--- src/core/fpd_pkg.sv ---
/*
 * Constants, field layout and carrier types for the frame pulse post-divider.
 * Assumes a single clock domain fed by the synthesizer VCO clock.
 */
package fpd_pkg;

    localparam logic [11:0] FPD_REG_INDEX   = 12'h0A1;
    localparam logic [11:0] FPD_REG_ADDR    = {FPD_REG_INDEX[9:0], 2'b00};
    localparam logic [23:0] FPD_REG_RESET   = 24'h000000;
    localparam logic [23:0] FPD_MAX_RATIO   = 24'hEFFFFF;
    localparam logic [3:0]  FPD_MODE_FRAME  = 4'hF;
    localparam logic [1:0]  FPD_SEL_A       = 2'h0;
    localparam logic [1:0]  FPD_SEL_B       = 2'h1;
    localparam logic [1:0]  FPD_SEL_C       = 2'h2;
    localparam logic [1:0]  FPD_SEL_RSVD    = 2'h3;
    localparam logic [23:0] FPD_MIN_RATIO   = 24'h000002;

    // Field positions: mode 23:20, type 19, polarity 18, select 17:16, spacing 15:0
    typedef struct packed {
        logic [3:0]  mode;
        logic        edge_type;
        logic        polarity;
        logic [1:0]  rel_sel;
        logic [15:0] spacing;
    } fpd_cfg_t;

    typedef struct packed {
        logic        psel;
        logic        penable;
        logic        pwrite;
        logic [11:0] paddr;
        logic [31:0] pwdata;
    } fpd_apb_req_t;

    typedef struct packed {
        logic [23:0] cfg_reg;
        logic [23:0] act;
        logic        pend;
        logic [23:0] cnt;
        logic        rel_prev;
        logic        pulse;
        logic        level;
        logic [31:0] rdata;
    } fpd_state_t;

endpackage : fpd_pkg

--- src/core/fpd_post_divider.sv ---
/*
 * Output D post-divider: divided clock (high one cycle longer for odd ratios) or frame pulse, one APB register.
 * Assumes the related clocks A, B and C come from sibling dividers on clk_in.
 */
`timescale 1ns/1ns
`default_nettype none
module fpd_post_divider
    import fpd_pkg::*;
(
    input  wire logic          clk_in,
    input  wire logic          rst_in,
    input  wire logic          en_in,
    input  wire fpd_apb_req_t  apb_in,
    output logic               pready_out,
    output logic [31:0]        prdata_out,
    output logic               pslverr_out,
    input  wire logic [2:0]    rel_clk_in,
    output logic               div_out
);

    fpd_state_t  st_r;
    fpd_state_t  st_nxt;
    fpd_cfg_t    cfg;
    fpd_cfg_t    new_cfg;
    logic        frame;
    logic        rel;
    logic        rise;
    logic        fall;
    logic        upd_edge;
    logic        wrap;
    logic        bnd;
    logic        apply;
    logic        hit;
    logic [23:0] half;
    logic [23:0] high_len;
    logic [23:0] space_last;

    always_comb begin
        st_nxt     = st_r;
        cfg        = fpd_cfg_t'(st_r.act);
        new_cfg    = fpd_cfg_t'(st_r.act);
        frame      = (cfg.mode == FPD_MODE_FRAME);
        rel        = (cfg.rel_sel == FPD_SEL_RSVD) ? 1'b0 : rel_clk_in[cfg.rel_sel];
        rise       = rel & ~st_r.rel_prev;
        fall       = ~rel & st_r.rel_prev;
        upd_edge   = cfg.edge_type ? rise : fall;
        space_last = (cfg.spacing == 16'h0000) ? 24'h000000 : {8'h00, cfg.spacing - 16'h0001};
        wrap       = 1'b0;
        bnd        = 1'b0;
        hit        = (apb_in.paddr == FPD_REG_ADDR);
        half       = 24'h000000;
        high_len   = 24'h000000;
        st_nxt.rel_prev = rel;
        if (frame) begin
            if (rise) begin
                if (st_r.cnt >= space_last) begin
                    st_nxt.cnt = 24'h000000;
                    wrap       = 1'b1;
                end else begin
                    st_nxt.cnt = st_r.cnt + 24'h000001;
                end
            end
            if (cfg.edge_type) begin
                if (rise) begin
                    st_nxt.pulse = wrap;
                end
            end else if (fall) begin
                st_nxt.pulse = (st_r.cnt == space_last);
            end
            // Switch where the pulse is idle, or on any update edge at spacing 0 or 1, so no half pulse escapes
            bnd = (cfg.rel_sel == FPD_SEL_RSVD) | (upd_edge & (~st_nxt.pulse | (space_last == 24'h000000)));
        end else if (st_r.act < FPD_MIN_RATIO) begin
            bnd = 1'b1;
        end else if (st_r.cnt == st_r.act - 24'h000001) begin
            st_nxt.cnt = 24'h000000;
            bnd        = 1'b1;
        end else begin
            st_nxt.cnt = st_r.cnt + 24'h000001;
        end
        apply = bnd & st_r.pend;
        if (apply) begin
            st_nxt.act   = st_r.cfg_reg;
            st_nxt.pend  = 1'b0;
            st_nxt.cnt   = 24'h000000;
            st_nxt.pulse = 1'b0;
        end
        new_cfg = fpd_cfg_t'(st_nxt.act);
        half     = st_nxt.act >> 1;
        high_len = st_nxt.act - half;
        if (new_cfg.mode == FPD_MODE_FRAME) begin
            st_nxt.level = st_nxt.pulse ^ new_cfg.polarity;
        end else begin
            // Odd ratios put the extra cycle in the high half
            st_nxt.level = (st_nxt.act >= FPD_MIN_RATIO) && (st_nxt.cnt < high_len);
        end
        if (apb_in.psel && !apb_in.penable && !apb_in.pwrite) begin
            st_nxt.rdata = hit ? {8'h00, st_r.cfg_reg} : 32'h00000000;
        end
        // A write in the apply cycle keeps pending set, so it is not lost
        if (apb_in.psel && apb_in.penable && apb_in.pwrite && hit) begin
            st_nxt.cfg_reg = apb_in.pwdata[23:0];
            st_nxt.pend    = 1'b1;
        end
    end

    always_ff @(posedge clk_in) begin
        if (rst_in) begin
            st_r         <= '0;
            st_r.cfg_reg <= FPD_REG_RESET;
            st_r.act     <= FPD_REG_RESET;
        end else if (en_in) begin
            st_r <= st_nxt;
        end
    end

    assign pready_out  = 1'b1;
    assign pslverr_out = apb_in.psel & apb_in.penable & ~hit;
    assign prdata_out  = st_r.rdata;
    assign div_out     = st_r.level;

    // Checking helpers
    logic [23:0] hi_len_r;
    logic [23:0] lo_len_r;
    logic        chk_steady_r;
    always_ff @(posedge clk_in) begin
        if (rst_in) begin
            hi_len_r     <= 24'h000000;
            lo_len_r     <= 24'h000000;
            chk_steady_r <= 1'b0;
        end else if (en_in) begin
            hi_len_r     <= (apply || !st_nxt.level) ? {23'h0, st_nxt.level} : hi_len_r + 24'h000001;
            lo_len_r     <= (apply || st_nxt.level) ? {23'h0, !st_nxt.level} : lo_len_r + 24'h000001;
            chk_steady_r <= apply ? 1'b0 : (chk_steady_r | (st_nxt.level != st_r.level));
        end
    end

    property p_frame_reserved_idle;
        @(posedge clk_in) disable iff (rst_in)
        (frame && cfg.rel_sel == FPD_SEL_RSVD) |-> (div_out == cfg.polarity && !st_r.pulse);
    endproperty
    a_frame_reserved_idle: assert property (p_frame_reserved_idle) else $error("Reserved select produced a pulse");

    property p_normal_high_len;
        @(posedge clk_in) disable iff (rst_in)
        ($past(en_in) && !frame && $stable(st_r.act) && chk_steady_r && $fell(div_out))
            |-> ($past(hi_len_r) == st_r.act - (st_r.act >> 1));
    endproperty
    a_normal_high_len: assert property (p_normal_high_len) else $error("Normal clock high time wrong");

    property p_normal_low_len;
        @(posedge clk_in) disable iff (rst_in)
        ($past(en_in) && !frame && $stable(st_r.act) && chk_steady_r && $rose(div_out))
            |-> ($past(lo_len_r) == (st_r.act >> 1));
    endproperty
    a_normal_low_len: assert property (p_normal_low_len) else $error("Normal clock low time wrong");

    property p_spacing_bound;
        @(posedge clk_in) disable iff (rst_in)
        frame |-> (st_r.cnt <= space_last);
    endproperty
    a_spacing_bound: assert property (p_spacing_bound) else $error("Frame counter passed spacing");

    property p_pulse_one_period;
        @(posedge clk_in) disable iff (rst_in)
        (en_in && frame && upd_edge && st_r.pulse && space_last != 24'h000000 && !st_r.pend) |=> !st_r.pulse;
    endproperty
    a_pulse_one_period: assert property (p_pulse_one_period) else $error("Pulse longer than one period");

    property p_polarity;
        @(posedge clk_in) disable iff (rst_in)
        (frame && $stable(st_r.act) && $rose(st_r.pulse)) |-> (div_out == !cfg.polarity);
    endproperty
    a_polarity: assert property (p_polarity) else $error("Pulse polarity wrong");

    property p_pulse_edge_type;
        @(posedge clk_in) disable iff (rst_in)
        (frame && $stable(st_r.act) && $changed(st_r.pulse))
            |-> (cfg.edge_type ? ($past(rel) && !$past(st_r.rel_prev)) : (!$past(rel) && $past(st_r.rel_prev)));
    endproperty
    a_pulse_edge_type: assert property (p_pulse_edge_type) else $error("Pulse moved on wrong edge");

    property p_apply_at_boundary;
        @(posedge clk_in) disable iff (rst_in)
        $changed(st_r.act) |-> ($past(apply) && $past(en_in) && st_r.cnt == 24'h000000);
    endproperty
    a_apply_at_boundary: assert property (p_apply_at_boundary) else $error("Setting applied mid period");

    property p_ratio_low_idle;
        @(posedge clk_in) disable iff (rst_in)
        (!frame && st_r.act < FPD_MIN_RATIO) |-> !div_out;
    endproperty
    a_ratio_low_idle: assert property (p_ratio_low_idle) else $error("Ratio below two drove the output");

    property p_normal_count_bound;
        @(posedge clk_in) disable iff (rst_in)
        (!frame && st_r.act >= FPD_MIN_RATIO) |-> (st_r.cnt < st_r.act);
    endproperty
    a_normal_count_bound: assert property (p_normal_count_bound) else $error("Divider counter passed ratio");

    property p_normal_no_pulse;
        @(posedge clk_in) disable iff (rst_in)
        !frame |-> !st_r.pulse;
    endproperty
    a_normal_no_pulse: assert property (p_normal_no_pulse) else $error("Pulse state left on in clock mode");

    property p_write_pending;
        @(posedge clk_in) disable iff (rst_in)
        (en_in && apb_in.psel && apb_in.penable && apb_in.pwrite && hit)
            |=> (st_r.pend && st_r.cfg_reg == $past(apb_in.pwdata[23:0]));
    endproperty
    a_write_pending: assert property (p_write_pending) else $error("Written value not held pending");

    // Reserved select has no related edges, so waiting for one would stall forever
    property p_reserved_applies_at_once;
        @(posedge clk_in) disable iff (rst_in)
        (en_in && frame && cfg.rel_sel == FPD_SEL_RSVD && st_r.pend) |=> (st_r.act == $past(st_r.cfg_reg));
    endproperty
    a_reserved_applies_at_once: assert property (p_reserved_applies_at_once) else $error("Reserved select delayed apply");

endmodule : fpd_post_divider
`default_nettype wire

--- config.mk ---
export PLATFORM = sky130hd
export DESIGN_NAME = fpd_post_divider
export DESIGN_NICKNAME = d
export VERILOG_FILES = /design/src/core/fpd_pkg.sv /design/src/core/fpd_post_divider.sv
export SDC_FILE = /design/constraint.sdc
export NUM_CORES = 1
export LEC_CHECK = 0
export ABC_AREA = 0
export BUFFER_PORTS_ARGS = -buffer_cell sky130_fd_sc_hd__buf_2
export CELL_PAD_IN_SITES_DETAIL_PLACEMENT = 1
export CELL_PAD_IN_SITES_GLOBAL_PLACEMENT = 2
export CORE_MARGIN = 2
export CORE_UTILIZATION = 35
export DETAILED_ROUTE_END_ITERATION = 8
export GPL_ROUTABILITY_DRIVEN = 1
export PLACE_DENSITY = 0.88
export SLEW_MARGIN = 25
export SYNTH_ARGS = -nofsm -noshare
export SYNTH_HDL_FRONTEND = slang
export SYNTH_SLANG_ARGS = --single-unit
--- constraint.sdc ---
create_clock -name clk_in -period 9.54 [get_ports clk_in]
set_input_delay 0.477 -clock clk_in [delete_from_list [all_inputs] [get_ports clk_in]]
set_output_delay 0.477 -clock clk_in [all_outputs]
set_load 0.03 [all_outputs]
==> flow_summary.ini <==
[status]
status = finished, final reports clean

[floorplanning]
die_area_mm2 = 0.0284
num_io_pins = 88
rows = 60
core_area_mm2 = 0.0268
die_h_um = 169
die_x_um = 169
initial_core_util_pct = 35.4

[placement]
port-buffer-count = 70
dpl_worst_slack_ns = 0.303
dp_hpwl_mm = 24.8
place.gp.congestion = 0.898
place_inst = 1608
placed_area_mm2 = 0.00984

[power]
seqPwrFrac_pct = 48.5
leakage_nw = 4.43
p_per_area_mw_per_mm2 = 84.3
pwr-share-comb_pct = 4.4
p_int_mw = 0.638
clockPowerShare_pct = 47.1
p_switching_mw = 0.224
power_mw = 0.862
swShare_pct = 26.0
ir_drop_v = 0.0000765

[global_route]
grt_pass1_vias = 9399
grt_first_pass_wirelength_mm = 51.4
grt_usage_pct = 22.9
antenna_found_initial = 2
grt_overflow = 0
grt_max_degree = 77

[timing]
setup_viol = 0
finalSetupTns_ns = 0
period_share_pct = 93.2
hold_viol = 0
setup_slack_ns = 0.650
min_period_ns = 8.89
slew_violations = 0
whs_ns = 0.338
max_freq_mhz = 112
tightestPinTransition_ns = 1.04
relSlewSlack_pct = 30.1
finClkSkew_ns = 0.0127

[drt]
drtIter0Drc = 587
post_drt_via_cell_ratio = 5.81
wire_per_inst_um = 20.3
first_pass_iters = 4
drc = 0
drtAntennaViolNets = 0
via_count = 9449
drt_wl_total_mm = 33.0

[synth]
async_reset_ff_share_pct = 0
ys_warn_count = 0
netlist_area_mm2 = 0.00949
ys_types = 86
avgSynthCellArea_um2 = 7.35
ys_seq_elements = 100
synth_ff_type = dfxtp_1
synth_edf_count = 0
syn_inst = 1291
yosysSeqAreaShare_pct = 21.1

[setup_path]
crit_type = flip-flop to flip-flop
worstPathMaxFanout = 8
start_kind = flip-flop
rr_startpoint = cfg[0]$_SDFFE_PP0P_
critPathTopFamily = compound AO/OA/AOI/OAI gates
critPathBufInv = 2
cpPeakStageDelay_ns = 0.58
slowest_stage = or3b_2
crit_arrival_ns = 9.18
crit_path_end_kind = flip-flop
cp.required_ns = 9.83
crit_path_frequent_cell = ha_1
critPathLaunch = cfg[0]$_SDFFE_PP0P_

[run]
cap_violations = 0

[clock_network]
clk_pin_slew_ns = 0.08
clock_latency_ns = 0.37
cts_buffer_depth = 2
htreeDepth = 3
cts_root_buf = clkbuf_16
numCtsBuffers = 9
cts_tree = done
clock-sinks = 100

[min_path]
hold_class = input pin to flip-flop
hold_start = apb_in[21]

[cells_and_area]
final_nets = 1413
largest_register_ffs = 51
final_util_pct = 38.1
drive_gt1_share_pct = 11.8
instances_no_fill = 1626
final_design_area_no_fill_mm2 = 0.0102
area_growth_pct = 7.76
area by class of cell:
class / instances / area (µm²)
fillers: 3354 / 16600
multi-input cells: 1029 / 6790
flip-flops and latches: 100 / 2000
repair buffers: 91 / 514
well taps: 341 / 427
clock buffers: 9 / 225
inverters: 49 / 184
clock inverters: 6 / 77.6
diodes: 1 / 2.50
power groups by stage:
stage	clock network [mW]	registers [mW]	logic, mW
6_report	0.406	0.418	0.0383
3_5_place_dp	0	0.428	0.0380
3_3_place_gp	0	0.428	0.0378
2_1_floorplan	0	0.427	0.0253
4_1_cts	0.411	0.418	0.0382
5_1_grt	0.424	0.418	0.0412
routing by layer:
metal	wire, µm	up-vias	track usage (%)
li1	-	4525	-
met5	12	-	0
met3	1560	56	3.41
met4	946	2	7.57
met2	15400	243	39.1
met1	15100	4623	29.7
Yosys cell counts (6+ instances only):
library cell | n | share of area, %
nand2b_1 | 9 | 0.59
o21ai_0 | 51 | 2.7
or4_1 | 7 | 0.55
nand2_1 | 185 | 7.3
nor4_1 | 13 | 0.86
o21bai_1 | 10 | 0.79
and4_1 | 9 | 0.83
clkbuf_1 | 72 | 2.8
a31oi_1 | 9 | 0.59
inv_1 | 49 | 1.9
xor2_1 | 26 | 2.4
nand3_1 | 57 | 3.0
dfxtp_1 | 100 | 21
a211oi_1 | 16 | 1.3
nor3_1 | 31 | 1.6
buf_2 | 6 | 0.32
o211ai_1 | 10 | 0.79
and3_1 | 17 | 1.1
nor2b_1 | 20 | 1.3
nand4_1 | 18 | 1.2
o31ai_1 | 6 | 0.47
xnor2_1 | 28 | 2.6
mux2i_1 | 50 | 5.3
buf_4 | 34 | 2.7
a21oi_1 | 142 | 7.5
nor2_1 | 91 | 3.6
a21o_1 | 10 | 0.79
and2_1 | 8 | 0.53
o21a_1 | 7 | 0.55
ha_1 | 79 | 10
worst paths after layout:
check                           slack, ns  depth (start not counted)                           to
worst min register to register       0.45                          2  prdata_out[22]$_SDFFE_PP0P_
worst min-delay path                 0.34                          3       st_r[105]$_SDFFE_PP0P_
worst max-delay path                 0.65                         36         div_out$_SDFFE_PP0P_
worst max register to register       0.65                         36         div_out$_SDFFE_PP0P_
cell usage in the layout (no fill, tap or decap), types with 5 or more instances in the layout:
cell type and instances:
buf_4 21, conb_1 9, xnor2_1 27, inv_1 49, dfxtp_1 100, nor2b_1 20
nor4_1 11, mux2i_1 49, clkbuf_16 9, a211oi_1 16, and4_1 9, a21o_1 10
a31oi_1 9, nand4_1 18, xor2_1 26, ha_1 79, or4_1 7, nand3_1 56
nand3b_1 5, o211a_1 5, nor2_1 91, nor3b_1 5, nand2_1 185, mux2_2 5
o31ai_1 6, nand2b_1 9, buf_2 69, a221oi_1 5, o21a_1 7, and2_1 8
nor3_1 30, and3_1 16, nor4b_1 5, o21ai_0 50, o211ai_1 10, a21oi_1 139
o21bai_1 9
worst reg2reg max path, delay by kind of cell, from the launching register on:
family,cells,cell delay [ns]
adder cells (fa/ha/maj),5,1.56
AND/OR/NAND/NOR,13,2.91
AO/OA/AOI/OAI,14,3.11
flip-flops,1,0.40
multiplexers,1,0.30
XOR/XNOR,1,0.22
buffers and inverters,2,0.27
logic make-up after synthesis:
logic type,after synthesis,synth area share (%)
and+or+nand+nor,508,26.7
AOI/OAI and AO/OA,319,21.3
buffers and inverters,169,8.39
DFF,100,21.1
adders and majority gates,80,10.6
xor gates and xnor gates,58,5.95
muxes,55,5.87
other,2,0.0792
what timing repair did:
| item | in CTS | in global routing |
|---|---|---|
| gates resized for setup | 0 | 11 |
| endpoints found under the setup margin | 0 | 1 |
| hold buffers | 0 | 0 |
| buffers inserted | 0 | 2 |
| hold endpoints to repair | 0 | 0 |
No activity file was read; power rests on OpenSTA's default activity.
